--- config.mk ---
export PLATFORM = sky130hd
export DESIGN_NAME = omc_mode_ctrl
export DESIGN_NICKNAME = d
export VERILOG_FILES = /design/src/hw/omc_pkg.sv /design/src/hw/omc_mode_ctrl.sv
export SDC_FILE = /design/constraint.sdc
export NUM_CORES = 1
export LEC_CHECK = 0
export ABC_AREA = 1
export CAP_MARGIN = 20
export CORE_MARGIN = 5
export CORE_UTILIZATION = 35
export DETAILED_ROUTE_END_ITERATION = 16
export DONT_BUFFER_PORTS = 1
export GPL_ROUTABILITY_DRIVEN = 0
export PLACE_DENSITY = 0.56
export RECOVER_POWER = 25
export SLEW_MARGIN = 0
export SYNTH_ARGS = -nofsm -noshare
export SYNTH_HDL_FRONTEND = slang
export SYNTH_SLANG_ARGS = --single-unit
export TNS_END_PERCENT = 20
--- constraint.sdc ---
create_clock -name ref_clk -period 1.96 [get_ports ref_clk]
set_input_delay 0 -clock ref_clk [delete_from_list [all_inputs] [get_ports ref_clk]]
set_output_delay 0 -clock ref_clk [all_outputs]
set_load 0.01 [all_outputs]
--- src/hw/omc_pkg.sv ---
// constants, state codes and carriers of the operating-mode controller
// assumes a single 50 MHz clock; slow-oscillator rate is modelled by an enable divider
package omc_pkg;
  // ==========================================================================
  // clock rates and warm-up counts
  localparam int unsigned CLK_HZ = 50_000_000;
  localparam int unsigned SLOW_HZ = 32_768;
  localparam int unsigned SLOW_DIV = CLK_HZ / SLOW_HZ;
  localparam int unsigned FAST_WARM_EXP = 19;
  localparam int unsigned SLOW_WARM_EXP = 13;
  localparam int unsigned WARM_LONG_MULT = 3;
  localparam int unsigned FAST_WARM_SHORT = 2 ** FAST_WARM_EXP;
  localparam int unsigned FAST_WARM_LONG = WARM_LONG_MULT * FAST_WARM_SHORT;
  localparam int unsigned SLOW_WARM_SHORT = 2 ** SLOW_WARM_EXP;
  localparam int unsigned SLOW_WARM_LONG = WARM_LONG_MULT * SLOW_WARM_SHORT;
  localparam int unsigned DIV_W = 21;

  // ==========================================================================
  // register offsets, bit positions, reset values
  localparam logic [1:0] ADDR_CTRL_ONE = 2'h0;
  localparam logic [1:0] ADDR_CTRL_TWO = 2'h1;
  localparam logic [1:0] ADDR_STATUS = 2'h2;
  localparam int unsigned C1_STOP = 7;
  localparam int unsigned C1_WAKE_LEVEL = 6;
  localparam int unsigned C1_RET_SLOW = 5;
  localparam int unsigned C1_PORT_DRIVE = 4;
  localparam int unsigned C1_WARM_LO = 2;
  localparam int unsigned C2_FAST_EN = 7;
  localparam int unsigned C2_SLOW_EN = 6;
  localparam int unsigned C2_CLK_SLOW = 5;
  localparam int unsigned C2_IDLE = 4;
  localparam logic [7:0] CTRL_ONE_RST = 8'h00;
  localparam logic [1:0] WARM_SEL_LONG = 2'h0;

  // ==========================================================================
  // sequencer states and reported operating modes
  typedef enum logic [1:0] {
    st_run = 2'b00,
    st_stop = 2'b01,
    st_warm = 2'b10,
    st_idle = 2'b11
  } omc_state_t;

  typedef enum logic [3:0] {
    m_fast_only_run = 4'b0000,
    m_dual_clock_run = 4'b0001,
    m_slow_run = 4'b0010,
    m_fast_only_doze = 4'b0011,
    m_dual_clock_doze = 4'b0100,
    m_sleep_doze = 4'b0101,
    m_halt_variant_a = 4'b0110,
    m_halt_variant_b = 4'b0111,
    m_warmup = 4'b1000
  } omc_mode_t;

  // ==========================================================================
  // carriers
  typedef struct packed {
    logic wr;
    logic rd;
    logic [1:0] addr;
    logic [7:0] wdata;
  } omc_bus_req_t;

  typedef struct packed {
    logic master_int_flag;
    logic wdt_pending;
    logic ext_irq_zero;
    logic [11:0] pending_latch;
    logic [11:0] source_int_enable;
  } omc_irq_t;

  typedef struct packed {
    logic fast_run;
    logic slow_run;
    logic cpu_on_slow;
  } omc_osc_t;
endpackage : omc_pkg

--- src/hw/omc_mode_ctrl.sv ---
// operating-mode controller: stop, warm-up, idle and slow/fast clock switching
// assumes cpu, watchdog and interrupt controller sit beside it on ref_clk;
// the stop and reset pins are asynchronous and are synchronised here
//
// The plain strobed port and the placing of the registers were left to the implementer.
`timescale 1ns/1ps
`default_nettype none

module omc_mode_ctrl #(
  parameter int unsigned WARM_FAST_LONG = omc_pkg::FAST_WARM_LONG,
  parameter int unsigned WARM_FAST_SHORT = omc_pkg::FAST_WARM_SHORT,
  parameter int unsigned WARM_SLOW_LONG = omc_pkg::SLOW_WARM_LONG,
  parameter int unsigned WARM_SLOW_SHORT = omc_pkg::SLOW_WARM_SHORT,
  parameter int unsigned SLOW_TICK_DIV = omc_pkg::SLOW_DIV,
  parameter bit SLOW_OSC_AT_RESET = 1'b0
) (
  // clock and reset
  input wire logic ref_clk,
  input wire logic rst,
  // pins
  input wire logic stop_pin,
  input wire logic reset_pin_n,
  // register port
  input wire omc_pkg::omc_bus_req_t bus_req,
  output logic [7:0] rdata_q,
  // interrupt controller
  input wire omc_pkg::omc_irq_t irq,
  output logic int_service_req,
  // cpu and system control
  output logic chip_reset,
  output logic cpu_halt,
  output logic wdt_halt,
  output logic periph_halt,
  output logic resume,
  output logic port_hiz,
  output logic bank_select_lost,
  output omc_pkg::omc_osc_t osc,
  output logic [omc_pkg::DIV_W-1:0] timing_div_q,
  output omc_pkg::omc_mode_t mode_q
);

  // ==========================================================================
  // elaboration checks
  if (WARM_FAST_LONG < 2 || WARM_FAST_SHORT < 2 || WARM_SLOW_LONG < 2 || WARM_SLOW_SHORT < 2
      || WARM_FAST_LONG > 2 ** omc_pkg::DIV_W || WARM_SLOW_LONG > 2 ** omc_pkg::DIV_W
      || SLOW_TICK_DIV < 2 || SLOW_TICK_DIV > 65535)
  begin : g_bad_param
    $error("omc_mode_ctrl: warm-up or divider parameter out of range");
  end

  // ==========================================================================
  // declarations
  omc_pkg::omc_state_t state_q;
  logic stop_meta_q, stop_sync_q, stop_prev_q, stop_rise;
  logic rpin_meta_q, rpin_sync_q;
  logic sys_rst;
  logic wake_level_sel_q, ret_slow_q, port_drive_q;
  logic [1:0] warm_sel_q;
  logic level_eff_q, level_pend_q;
  logic fast_en_q, slow_en_q, sel_slow_q, cpu_on_slow_q;
  logic warm_slow_q, warm_done, div_tick;
  logic [15:0] slow_cnt_q;
  logic slow_tick;
  logic [omc_pkg::DIV_W-1:0] warm_last;
  logic wr_one, wr_two, stop_req, idle_req, idle_wake, stop_wake, skip_stop;
  logic dual;
  omc_pkg::omc_mode_t mode_d;

  assign dual = slow_en_q;
  assign wr_one = bus_req.wr && bus_req.addr == omc_pkg::ADDR_CTRL_ONE;
  assign wr_two = bus_req.wr && bus_req.addr == omc_pkg::ADDR_CTRL_TWO;
  assign stop_req = wr_one && bus_req.wdata[omc_pkg::C1_STOP] && state_q == omc_pkg::st_run;
  assign idle_req = wr_two && bus_req.wdata[omc_pkg::C2_IDLE] && state_q == omc_pkg::st_run;

  // ==========================================================================
  // pin synchronisers; first stage is read only by the second
  always_ff @(posedge ref_clk)
  begin
    if (rst)
    begin
      stop_meta_q <= 1'b0;
      stop_sync_q <= 1'b0;
      stop_prev_q <= 1'b0;
      rpin_meta_q <= 1'b1;
      rpin_sync_q <= 1'b1;
    end
    else
    begin
      stop_meta_q <= stop_pin;
      stop_sync_q <= stop_meta_q;
      stop_prev_q <= stop_sync_q;
      rpin_meta_q <= reset_pin_n;
      rpin_sync_q <= rpin_meta_q;
    end
  end

  assign stop_rise = stop_sync_q && !stop_prev_q;
  // the pin reset acts in any state, stop and idle included
  assign sys_rst = rst || !rpin_sync_q;
  assign chip_reset = !rpin_sync_q;

  // ==========================================================================
  // control-one fields retained through stop
  always_ff @(posedge ref_clk)
  begin
    if (sys_rst)
    begin
      wake_level_sel_q <= omc_pkg::CTRL_ONE_RST[omc_pkg::C1_WAKE_LEVEL];
      ret_slow_q <= omc_pkg::CTRL_ONE_RST[omc_pkg::C1_RET_SLOW];
      port_drive_q <= omc_pkg::CTRL_ONE_RST[omc_pkg::C1_PORT_DRIVE];
      warm_sel_q <= omc_pkg::CTRL_ONE_RST[omc_pkg::C1_WARM_LO +: 2];
    end
    else if (wr_one)
    begin
      wake_level_sel_q <= bus_req.wdata[omc_pkg::C1_WAKE_LEVEL];
      ret_slow_q <= bus_req.wdata[omc_pkg::C1_RET_SLOW];
      port_drive_q <= bus_req.wdata[omc_pkg::C1_PORT_DRIVE];
      warm_sel_q <= bus_req.wdata[omc_pkg::C1_WARM_LO +: 2];
    end
  end

  // ==========================================================================
  // effective wake style; a move to level waits for a rising pin edge
  always_ff @(posedge ref_clk)
  begin
    if (sys_rst)
    begin
      level_eff_q <= 1'b0;
      level_pend_q <= 1'b0;
    end
    else if (wr_one && !bus_req.wdata[omc_pkg::C1_WAKE_LEVEL])
    begin
      level_eff_q <= 1'b0;
      level_pend_q <= 1'b0;
    end
    else if (level_pend_q && stop_rise)
    begin
      level_eff_q <= 1'b1;
      level_pend_q <= 1'b0;
    end
    else if (wr_one && !level_eff_q)
    begin
      level_pend_q <= 1'b1; // a rewrite never hides a coinciding edge
    end
  end

  // ==========================================================================
  // slow-oscillator rate as an enable pulse; counter held at zero while that oscillator is off
  always_ff @(posedge ref_clk)
  begin
    if (sys_rst || !osc.slow_run)
      slow_cnt_q <= 16'h0000;
    else if (slow_tick)
      slow_cnt_q <= 16'h0000;
    else
      slow_cnt_q <= slow_cnt_q + 16'h0001;
  end

  assign slow_tick = osc.slow_run && slow_cnt_q == 16'(SLOW_TICK_DIV - 1);

  // ==========================================================================
  // warm-up terminal and wake conditions
  always_comb
  begin
    if (warm_slow_q)
      warm_last = (warm_sel_q == omc_pkg::WARM_SEL_LONG) ? omc_pkg::DIV_W'(WARM_SLOW_LONG - 1)
                                                         : omc_pkg::DIV_W'(WARM_SLOW_SHORT - 1);
    else
      warm_last = (warm_sel_q == omc_pkg::WARM_SEL_LONG) ? omc_pkg::DIV_W'(WARM_FAST_LONG - 1)
                                                         : omc_pkg::DIV_W'(WARM_FAST_SHORT - 1);
  end

  // divider steps on the clock of the restarted oscillator
  assign div_tick = warm_slow_q ? slow_tick : 1'b1;
  assign warm_done = state_q == omc_pkg::st_warm && div_tick && timing_div_q == warm_last;
  assign stop_wake = level_eff_q ? stop_sync_q : stop_rise;
  assign skip_stop = level_eff_q && stop_sync_q;
  assign idle_wake = irq.ext_irq_zero || |(irq.pending_latch & irq.source_int_enable);

  // ==========================================================================
  // sequencer
  always_ff @(posedge ref_clk)
  begin
    if (sys_rst)
      state_q <= omc_pkg::st_run;
    else
      case (state_q)
        omc_pkg::st_run:
          if (stop_req)
            state_q <= skip_stop ? omc_pkg::st_warm : omc_pkg::st_stop;
          else if (idle_req && !irq.wdt_pending)
            state_q <= omc_pkg::st_idle;
        omc_pkg::st_stop:
          if (stop_wake)
            state_q <= omc_pkg::st_warm;
        omc_pkg::st_warm:
          if (warm_done)
            state_q <= omc_pkg::st_run;
        omc_pkg::st_idle:
          if (idle_wake)
            state_q <= omc_pkg::st_run;
        default:
          state_q <= omc_pkg::st_run;
      endcase
  end

  // warm-up clock choice is taken when the oscillators restart
  always_ff @(posedge ref_clk)
  begin
    if (sys_rst)
      warm_slow_q <= 1'b0;
    else if ((stop_req && skip_stop) || (state_q == omc_pkg::st_stop && stop_wake))
      warm_slow_q <= dual && ret_slow_q;
  end

  // ==========================================================================
  // timing-generator divider; cleared at stop entry and again before resuming
  always_ff @(posedge ref_clk)
  begin
    if (sys_rst)
      timing_div_q <= '0;
    else if (stop_req || warm_done)
      timing_div_q <= '0;
    else if (state_q == omc_pkg::st_stop)
      timing_div_q <= '0;
    else if (state_q == omc_pkg::st_warm)
    begin
      if (div_tick)
        timing_div_q <= timing_div_q + 1'b1;
    end
    else
      timing_div_q <= timing_div_q + 1'b1;
  end

  // ==========================================================================
  // oscillator enables and clock select; stop release rewrites all but the slow enable
  always_ff @(posedge ref_clk)
  begin
    if (sys_rst)
    begin
      fast_en_q <= 1'b1;
      slow_en_q <= SLOW_OSC_AT_RESET;
      sel_slow_q <= 1'b0;
      cpu_on_slow_q <= 1'b0;
    end
    else if ((stop_req && skip_stop) || (state_q == omc_pkg::st_stop && stop_wake))
    begin
      fast_en_q <= !(dual && ret_slow_q);
      sel_slow_q <= dual && ret_slow_q;
      cpu_on_slow_q <= dual && ret_slow_q;
    end
    else if (wr_two && state_q == omc_pkg::st_run)
    begin
      fast_en_q <= bus_req.wdata[omc_pkg::C2_FAST_EN];
      slow_en_q <= bus_req.wdata[omc_pkg::C2_SLOW_EN];
      sel_slow_q <= bus_req.wdata[omc_pkg::C2_CLK_SLOW];
      if (bus_req.wdata[omc_pkg::C2_CLK_SLOW])
        cpu_on_slow_q <= 1'b1;
    end
    else if (!sel_slow_q && cpu_on_slow_q && fast_en_q && slow_tick)
      cpu_on_slow_q <= 1'b0;
  end

  // both oscillators stop in stop mode; one driver keeps the carrier whole
  assign osc = '{fast_run: fast_en_q && state_q != omc_pkg::st_stop,
                 slow_run: slow_en_q && state_q != omc_pkg::st_stop,
                 cpu_on_slow: cpu_on_slow_q};

  // ==========================================================================
  // halts, port control and resume pulses
  assign cpu_halt = state_q != omc_pkg::st_run;
  assign wdt_halt = state_q != omc_pkg::st_run;
  assign periph_halt = state_q == omc_pkg::st_stop || state_q == omc_pkg::st_warm;
  assign port_hiz = periph_halt && !port_drive_q;
  assign bank_select_lost = state_q == omc_pkg::st_stop;
  assign resume = warm_done || (state_q == omc_pkg::st_idle && idle_wake && !irq.master_int_flag);
  assign int_service_req = (state_q == omc_pkg::st_idle && idle_wake && irq.master_int_flag)
                           || (idle_req && irq.wdt_pending);

  // ==========================================================================
  // reported mode
  always_comb
  begin
    case (state_q)
      omc_pkg::st_stop:
        mode_d = dual ? omc_pkg::m_halt_variant_b : omc_pkg::m_halt_variant_a;
      omc_pkg::st_warm:
        mode_d = omc_pkg::m_warmup;
      omc_pkg::st_idle:
        mode_d = !dual ? omc_pkg::m_fast_only_doze
               : cpu_on_slow_q ? omc_pkg::m_sleep_doze : omc_pkg::m_dual_clock_doze;
      default:
        mode_d = !dual ? omc_pkg::m_fast_only_run
               : cpu_on_slow_q ? omc_pkg::m_slow_run : omc_pkg::m_dual_clock_run;
    endcase
  end

  always_ff @(posedge ref_clk)
  begin
    if (sys_rst)
      mode_q <= omc_pkg::m_fast_only_run;
    else
      mode_q <= mode_d;
  end

  // ==========================================================================
  // register reads, answered one cycle after the strobe
  always_ff @(posedge ref_clk)
  begin
    if (rst)
      rdata_q <= 8'h00;
    else if (bus_req.rd)
      case (bus_req.addr)
        omc_pkg::ADDR_CTRL_ONE:
          rdata_q <= {state_q == omc_pkg::st_stop || state_q == omc_pkg::st_warm, wake_level_sel_q,
                      ret_slow_q, port_drive_q, warm_sel_q, 2'h0};
        omc_pkg::ADDR_CTRL_TWO:
          rdata_q <= {fast_en_q, slow_en_q, cpu_on_slow_q, state_q == omc_pkg::st_idle, 4'h0};
        omc_pkg::ADDR_STATUS:
          rdata_q <= {level_eff_q, level_pend_q, state_q, mode_q};
        default:
          rdata_q <= 8'h00;
      endcase
    else
      rdata_q <= 8'h00;
  end
endmodule : omc_mode_ctrl

`default_nettype wire

==> results.ini, run 1 <==
[outcome]
status = finished clean

[synthesis]
ys_ff_latch = 68
synthTopCellsByArea = dfxtp_1 (38%), nand2_1 (14%), nor2_1 (7.0%)
async_flop_share_pct = 0
synthFlopType = dfxtp_1
syn_inst = 524
synth_warnings = 0
synth_edf_count = 0
synth_common_cells = nand2_1 (135), dfxtp_1 (68), nor2_1 (68), inv_1 (65)
syn_area_sq_mm = 0.00363
synth_area_leader_cell = dfxtp_1
synthesis.nets = 575
synth_cell_types = 37
yosysSeqAreaShare_pct = 37.5
yosysTopAreaCellShare_pct = 37.5
syn_area_per_cell_sq_um = 6.92
synth.most_common_cell = nand2_1

[die]
dieArea_sq_mm = 0.0125
rows = 37
initial_core_util_pct = 35.4
core_area_sq_mm = 0.0102
die_h_um = 112
ioPinCount = 87
die_x_um = 112

[grt]
grt_pass1_wl_um = 15700
grt_pass1_vias = 3291
grt_overflow = 0
grt_max_degree = 14
antenna_found_initial = 0
grt_usage_pct = 15.1

[finish]
syn2layout_area_growth_pct = 17.6
drive_gt1_share_pct = 14.7
nFillCells = 1055
nets = 619
layout.cells.non_filler = 709
utilization_pct = 41.7
diodes = 0

[critical_path]
crit_chain = inv_2 -> ha_2 -> nand3_1 -> nor2_4 -> nand3_1 -> nand2_2 -> inv_1 -> nand2_1 -> nand2_1 -> o21ai_0 -> nand2_1 -> nand2_1 -> inv_1
crit_arrival_ns = 2.03
path_buf_inv = 3
reg2reg_depth = 13
worstPathRequired_ns = 2.21
critical_path.slowest_cell = dfxtp_1
start_kind = register
cp_top_family = simple AND/OR/NAND/NOR gates
crit_type = register to register
crit_top_cell = nand2_1
worstPathMaxFanout = 6
cp.depth = 13
max_stage_delay_ns = 0.36
endpoint_kind = register

[power_and_ir_drop]
power.density_mw_per_mm2 = 805
comb_power_share_pct = 21.5
ir_drop_mv = 0.414
p_int_mw = 2.31
clkPwrFrac_pct = 34.5
p_sw_mw = 1.12
netSwitchingFraction_pct = 32.7
leakage_nw = 1.68
power.total_mw = 3.43
seqPwrFrac_pct = 44.1

[sta]
fmax_mhz = 560
fin_crit_ns = 1.79
finalClockSkew_ns = 0.0136
hold_violations = 0
setup_viol = 0
worst_pin_slew_ns = 0.566
final.setup.tns_ns = 0
finalCritPeriodShare_pct = 91.2
slew_viol_final = 0
rsz0062_at_grt = no
relSlewSlack_pct = 62.0

[clock_tree]
cts-root-buf = clkbuf_8
clkLatencyLatePin_ns = 0.35
clkSinkCount = 68
cts_setup_buffers = 0
cts_max_level = 3
cts_tree = done
numCtsBuffers = 9
clk_path_buf_depth = 2
clk_pin_slew_ns = 0.08

[route]
drtPass1Iterations = 4
via_per_inst = 4.79
post_drt_wl_per_cell_um = 13.1
vias = 3394
first_iter_violations = 174
routed_wl_um = 9290
route.detailed.drc = 0
postRouteAntennaNets = 0

[job]
cap_violations = 0

[hold_path]
holdCritPathClass = input port to register
hold_depth = 4

[placement]
dp_hpwl_um = 7360
placed_cells = 681
port-buffer-count = 0

## worst min-delay path, delay by kind of cell
kind | cells | cell delay, ns
simple gates | 2 | 0.18
compound gates | 1 | 0.06
buf+inv | 1 | 0.08
## per-stage QoR
| stage | hold WS, ns | instance area [sq um] | setup WS (ns) |
|---|---|---|---|
| 2_1_floorplan | 0.0712 | 3630 | 0.222 |
| 3_3_place_gp | 0.0741 | 3960 | 0.167 |
| 3_5_place_dp | 0.0747 | 3960 | 0.131 |
| 4_1_cts | 0.00142 | 4280 | 0.108 |
| 5_1_grt | 0.0612 | 4270 | 0.0166 |
| 6_report | 0.0214 | 4270 | 0.173 |
## cells by family (layout without fill, tap and decap cells)
logic type | Yosys count | after routing | share of synthesized area, %
xor gates and xnor gates | 16 | 16 | 3.86
adders and majority gates | 8 | 8 | 2.76
and+or+nand+nor | 280 | 280 | 34.8
DFF | 68 | 68 | 37.5
buffers and inverters | 80 | 129 | 9.08
AOI/OAI and AO/OA | 72 | 72 | 11.9
## timing repair
item	in CTS	in global routing
hold endpoints to repair	28	0
resized for setup	0	4
endpoints found under the setup margin	0	4
hold buffers	12	0
## flip-flops by register name, indices dropped and copies added (netlist names), 2 cells and up
| name | flops |
|---|---|
| slow_cnt_q | 16 |
| state_q | 2 |
| timing_div_q | 21 |
| mode_q | 4 |
| rdata_q | 8 |
| warm_sel_q | 2 |
## cell type report
type                       count  area, sq um  share of cell area (%)
inverter                      72          270                    6.34
clock inverter                 6         72.6                    1.70
clock buffer                  10          128                    2.99
tap                          136          170                    3.99
multi-input combinational    376         1940                    45.5
sequential                    68         1360                    31.9
timing repair buffer          41          323                    7.57
## final timing paths
kind               startpoint       endpoint  slack, ns
setup reg to reg   state_q[1]  cpu_on_slow_q       0.17
hold reg to reg   stop_meta_q    stop_sync_q       0.41
setup / recovery   state_q[1]  cpu_on_slow_q       0.17
hold / removal     bus_req[9]     rdata_q[2]       0.02
## power groups by stage
| stage | combinational [mW] | sequential [mW] | clock (mW) |
|---|---|---|---|
| after floorplan | 0.517 | 1.54 | 0 |
| after global placement | 0.705 | 1.54 | 0 |
| after detailed placement | 0.713 | 1.54 | 0 |
| after CTS | 0.737 | 1.51 | 1.23 |
| after global routing | 0.830 | 1.52 | 1.29 |
| final | 0.737 | 1.51 | 1.18 |
## placed cells by master, fill, tap and decap left out, types with 3 or more instances in the layout
master and n:
nand2_1 134, nor2_1 68, dfxtp_1 68, inv_1 63, nand3_1 31, a21oi_1 31
buf_4 25, o21ai_0 20, nor3_1 16, dlygate4sd3_1 12, xor2_1 10, a21oi_2 10
inv_2 9, clkbuf_8 9, ha_1 7, xnor2_1 6, nand3_2 5, clkbuf_1 5
nor2_2 4, o221ai_1 4, nand3b_1 3, nand2_2 3, nor2_4 3, or2_2 3
a211oi_1 3
## metal layers
layer  GRT usage (%)  vias up  part of all wire (%)
met2            24.4       87                    46
met5               0        -                     0
met1            18.4     1534                    44
met3            5.43       20                   8.2
met4            5.60        0                   2.3
li1                -     1753                     -
Note: power is estimated with default switching activity, not from simulation.
==> run 2, diff against run 1 <==
Clock period 1.96 ns to 1.9 ns, I/O delays scaled along.
==> run 2 against run 1 <==
  * Power up 5.4%
  * First-iteration DRC count is 17% lower
  * Wire length about the same
  * Setup slack got worse by 0.033 ns
  * Via count shrank 1.2%
  * Combinational power rose by 11%
  * Largest cell class unchanged
  * Largest power group unchanged
==> results.ini, run 2 (synthesized netlist as in run 1, its figures left out) <==
[clock_tree]
clk_path_buf_depth = 2
cts_tree = done
clk_pin_slew_ns = 0.08
clkLatencyLatePin_ns = 0.35
cts-root-buf = clkbuf_8
numCtsBuffers = 9
clkSinkCount = 68
cts_max_level = 3

[critical_path]
crit_top_cell = dlygate4sd3_1
crit_start = bus_req[8]
worstPathMaxFanout = 3
crit_chain = dlygate4sd3_1 -> nor2_2 -> dlygate4sd3_1 -> nand2_1 -> a21oi_1 -> dlygate4sd3_1
crit_type = input port to register
cp_top_family = buffers and inverters
r2r_slack_ns = 0.17
endpoint_kind = register
critical_path.slowest_cell = dlygate4sd3_1
cp.depth = 6
max_stage_delay_ns = 0.61
reg2reg_depth = 8
path_buf_inv = 3
endpoint = rdata_q[2]
worstPathRequired_ns = 2.18
start_kind = input port
rr_startpoint = state_q[1]
reg2reg_to = timing_div_q[12]
crit_arrival_ns = 2.04

[power_and_ir_drop]
p_int_mw = 2.46
comb_power_share_pct = 22.6
ir_drop_mv = 0.420
power.density_mw_per_mm2 = 840
leakage_nw = 1.69
p_sw_mw = 1.16
netSwitchingFraction_pct = 32.1
clkPwrFrac_pct = 34.4
seqPwrFrac_pct = 43.1

[grt]
grt_usage_pct = 15.1
grt_pass1_vias = 3327
grt_max_degree = 14
grt_overflow = 0
antenna_found_initial = 0
grt_pass1_wl_um = 15600

[route]
vias = 3353
wl_met2_um = 4560
via_per_inst = 4.72
wl_met3_um = 685
route.detailed.drc = 0
postRouteAntennaNets = 0
post_drt_wl_per_cell_um = 13.1
drtPass1Iterations = 5
first_iter_violations = 145
topRoutingLayerUsed = met4
routed_wl_um = 9290
met1Wirelength_um = 4010

[finish]
syn2layout_area_growth_pct = 18.7
nets = 620
utilization_pct = 42.1
fin_area_sq_mm = 0.00431
nFillCells = 1074
final_common_cell = nand2_1
largest_register_ffs = 21
largest_register = timing_div_q
diodes = 0
drive_gt1_share_pct = 15.2
final_cell_mix = nand2_1 (133), dfxtp_1 (68), nor2_1 (67), inv_1 (64)
reg.largest.list = timing_div_q: 21 flops, slow_cnt_q: 16 flops, rdata_q: 8 flops

[placement]
port-buffer-count = 0
placed_cell_area_sq_mm = 0.00396
dp_hpwl_um = 7420
detailedPlace.worstSlack_ns = 0.133

[sta]
finalClockSkew_ns = 0.0127
finalCritPeriodShare_pct = 92.6
fmax_mhz = 568
rsz0062_at_grt = no
hold_ws_ns = 0.0318
relSlewSlack_pct = 65.7
worst_pin_slew_ns = 0.510
fin_crit_ns = 1.76
final.setup.tns_ns = 0
setup_slack_ns = 0.141
slew_viol_final = 0
setup_viol = 0
hold_violations = 0

[die]
core_area_sq_mm = 0.0102
initial_core_util_pct = 35.4
dieArea_sq_mm = 0.0125
die_h_um = 112
rows = 37
ioPinCount = 87
die_x_um = 112

[job]
cap_violations = 0

[hold_path]
holdCritPathClass = input port to register

[outcome]
status = finished clean

==> run 2: what timing repair did <==
item	in CTS	in global routing
buffers inserted	0	1
setup endpoints to repair	0	3
hold buffers	13	0
hold endpoints to repair	26	0
gates resized for setup	0	5
==> run 2: worst min-delay path by stage <==
stage / start / endpoint / cells past startpoint
final: bus_req[11] / port_drive_q / 5
after global routing: bus_req[11] / ret_slow_q / 4
after CTS: bus_req[11] / port_drive_q / 5
after detailed placement: rst / stop_meta_q / 1
after global placement: rst / stop_meta_q / 1
after floorplan: rst / stop_meta_q / 1
==> run 2: layout make-up <==
type	count	area (sq um)	share of cell area, %
repair buffers	42	349	8.11
multi-input cells	376	1950	45.2
clock inverters	6	71.3	1.66
well taps	136	170	3.95
flip-flops and latches	68	1360	31.6
inverters	72	270	6.28
clock buffers	10	138	3.20
==> run 2: power by group through the flow <==
stage | Clock [mW] | Sequential (mW) | Combinational [mW]
after CTS | 1.29 | 1.56 | 0.807
final | 1.24 | 1.56 | 0.817
after global routing | 1.35 | 1.57 | 0.919
after detailed placement | 0 | 1.59 | 0.779
after floorplan | 0 | 1.59 | 0.533
after global placement | 0 | 1.59 | 0.771
==> run 2: worst register-to-register path, stage by stage (launching register included) <==
cell,delay [ns]
dfxtp_1,0.39
inv_1,0.10
ha_1,0.21
nor2_2,0.14
nand3_2,0.14
nand3_2,0.18
buf_4,0.21
nand3b_1,0.08
and3_1,0.18
==> run 2: routing by layer <==
metal / up-vias / GRT usage [%]
met3: 2 / 6.30
met5: - / 0
met1: 1527 / 17.5
li1: 1756 / -
met4: 0 / 3.08
met2: 68 / 26.1
==> run 2: through the flow <==
step	std cells	total power, mW
4_1_cts	709	3.65
2_1_floorplan	524	2.12
3_5_place_dp	680	2.37
6_report	710	3.62
3_3_place_gp	680	2.36
5_1_grt	710	3.84
==> run 3, diff against run 2 <==
Settings changed: PLACE_DENSITY 0.56 to 0.58.
Clock period 1.9 ns to 1.5 ns, I/O delays scaled along.
==> run 3 against run 2 <==
  * The flow now finishes with violations (setup timing)
  * Wire length grew 12%
  * Register-to-register slack lost 0.24 ns
  * Critical path type is now register to output port
  * Utilization grew 9.5 points
  * Clock skew shrank 0.0043 ns
  * Critical endpoint is now resume
  * Highest routed layer unchanged
  * Cell count grew 9.2%
==> results.ini, run 3 (synthesized netlist as in run 1, its figures left out) <==
[die]
die_h_um = 112
ioPinCount = 87
die_x_um = 112
rows = 37
core_area_sq_mm = 0.0102
dieArea_sq_mm = 0.0125
initial_core_util_pct = 35.4

[critical_path]
r2r_slack_ns = -0.07
worstPathRequired_ns = 1.50
crit_arrival_ns = 1.60
crit_type = register to output port
start_kind = register
endpoint_kind = output port
worstPathMaxFanout = 3

[finish]
seqCellArea_sq_mm = 0.00139
largest_register_ffs = 21
utilization_pct = 51.6
final_cell_mix = nand2_1 (117), buf_4 (83), nor2_1 (59), inv_1 (56), dfxtp_1 (52)
nets = 685
largest_register = timing_div_q
fin_area_sq_mm = 0.00528
syn2layout_area_growth_pct = 45.5
drive_gt1_share_pct = 36.8
reg.largest.list = timing_div_q: 21 flops, slow_cnt_q: 16 flops, rdata_q: 8 flops
nFillCells = 976
final_common_cell = nand2_1
multi_input_area_sq_mm = 0.00234
diodes = 0

[route]
topRoutingLayerUsed = met4
drtPass1Iterations = 4
wl_met2_um = 5040
vias = 3709
routed_wl_um = 10400
route.detailed.drc = 0
wl_met3_um = 541
postRouteAntennaNets = 0
met1Wirelength_um = 4640
post_drt_wl_per_cell_um = 13.4
via_per_inst = 4.79
first_iter_violations = 224

[hold_path]
holdCritPathClass = input port to register

[sta]
hold_violations = 0
fmax_mhz = 626
setup_slack_ns = -0.0985
finalClockSkew_ns = 0.00840
relSlewSlack_pct = 72.0
final.setup.tns_ns = -0.893
fin_crit_ns = 1.60
rsz0062_at_grt = yes
worst_pin_slew_ns = 0.419
hold_ws_ns = 0.0337
slew_viol_final = 0
finalCritPeriodShare_pct = 107
setup_viol = 27

[power_and_ir_drop]
netSwitchingFraction_pct = 33.5
p_int_mw = 3.29
leakage_nw = 2.17
seqPwrFrac_pct = 40.8
p_sw_mw = 1.66
clkPwrFrac_pct = 31.7
power.density_mw_per_mm2 = 937
comb_power_share_pct = 27.5
ir_drop_mv = 0.751

[grt]
grt_overflow = 0
grt_pass1_wl_um = 16800
grt_usage_pct = 16.2
antenna_found_initial = 0
grt_max_degree = 14
grt_pass1_vias = 3606

[clock_tree]
clk_path_buf_depth = 2
clkSinkCount = 68
cts_max_level = 3
cts-root-buf = clkbuf_8
numCtsBuffers = 9
clkLatencyLatePin_ns = 0.35
cts_tree = done
clk_pin_slew_ns = 0.08

[placement]
port-buffer-count = 0
placed_cell_area_sq_mm = 0.00448
dp_hpwl_um = 7900
detailedPlace.worstSlack_ns = -0.140

[outcome]
violations = setup timing
status = finished with violations

[job]
cap_violations = 0

[run 3: changes by cell type in the layout (fill, tap and decap cells not counted), moves of 8 or more]
cell	delta
buf_4	+58
buf_6	+10
dfxtp_1	-16
dfxtp_2	+13
inv_1	-8
nand2_1	-16
nand2_2	+13
nand3_1	-11
nand3_4	+9
nor2_1	-8
[run 3: metal layers]
layer / vias up / track usage, %
met5: - / 0
met4: 0 / 4.79
met3: 12 / 4.18
met2: 89 / 27.8
met1: 1709 / 19.9
li1: 1899 / -
[run 3: repair_timing]
action                                 in CTS  in global routing
endpoints found under the hold margin      26                  0
setup endpoints to repair                  27                 46
pin swaps                                  15                 26
hold buffers                               12                  0
setup buffers                               5                  4
resized for setup                          31                 83
gates cloned                                0                  1
[run 3: layout make-up]
cell class / instances / area share [%]
Clock buffer: 9 / 2.35
Tap cell: 136 / 3.23
Multi-Input combinational cell: 376 / 44.3
Sequential cell: 68 / 26.3
Clock inverter: 7 / 1.40
Timing Repair Buffer: 107 / 17.0
Inverter: 72 / 5.41
[run 3: path summary, 6_finish.rpt]
check,start,to,depth (start not counted)
hold reg to reg,stop_meta_q,stop_sync_q,2
setup / recovery,state_q[0],resume,9
setup reg to reg,slow_cnt_q[0],timing_div_q[6],10
hold / removal,bus_req[9],rdata_q[2],4
[run 3: stage by stage]
step           instances  total power, mW
6_report             775             4.94
5_1_grt              775             5.20
4_1_cts              770             4.91
3_5_place_dp         737             3.21
3_3_place_gp         737             3.19
2_1_floorplan        524             2.84
[run 3: critical path: stages (launching register included)]
cell and delay [ns]:
dfxtp_4 0.38, inv_6 0.07, ha_4 0.13, inv_2 0.04, nor2_4 0.08, nand3_2 0.07
nor2_1 0.13, nand3_2 0.14, buf_6 0.15, o31ai_4 0.06
[run 3: power groups by stage]
stage	logic [mW]	registers [mW]	clock network (mW)
6_report	1.36	2.02	1.57
5_1_grt	1.49	2.03	1.68
4_1_cts	1.28	2.02	1.61
3_5_place_dp	1.16	2.05	0
3_3_place_gp	1.15	2.05	0
2_1_floorplan	0.782	2.05	0
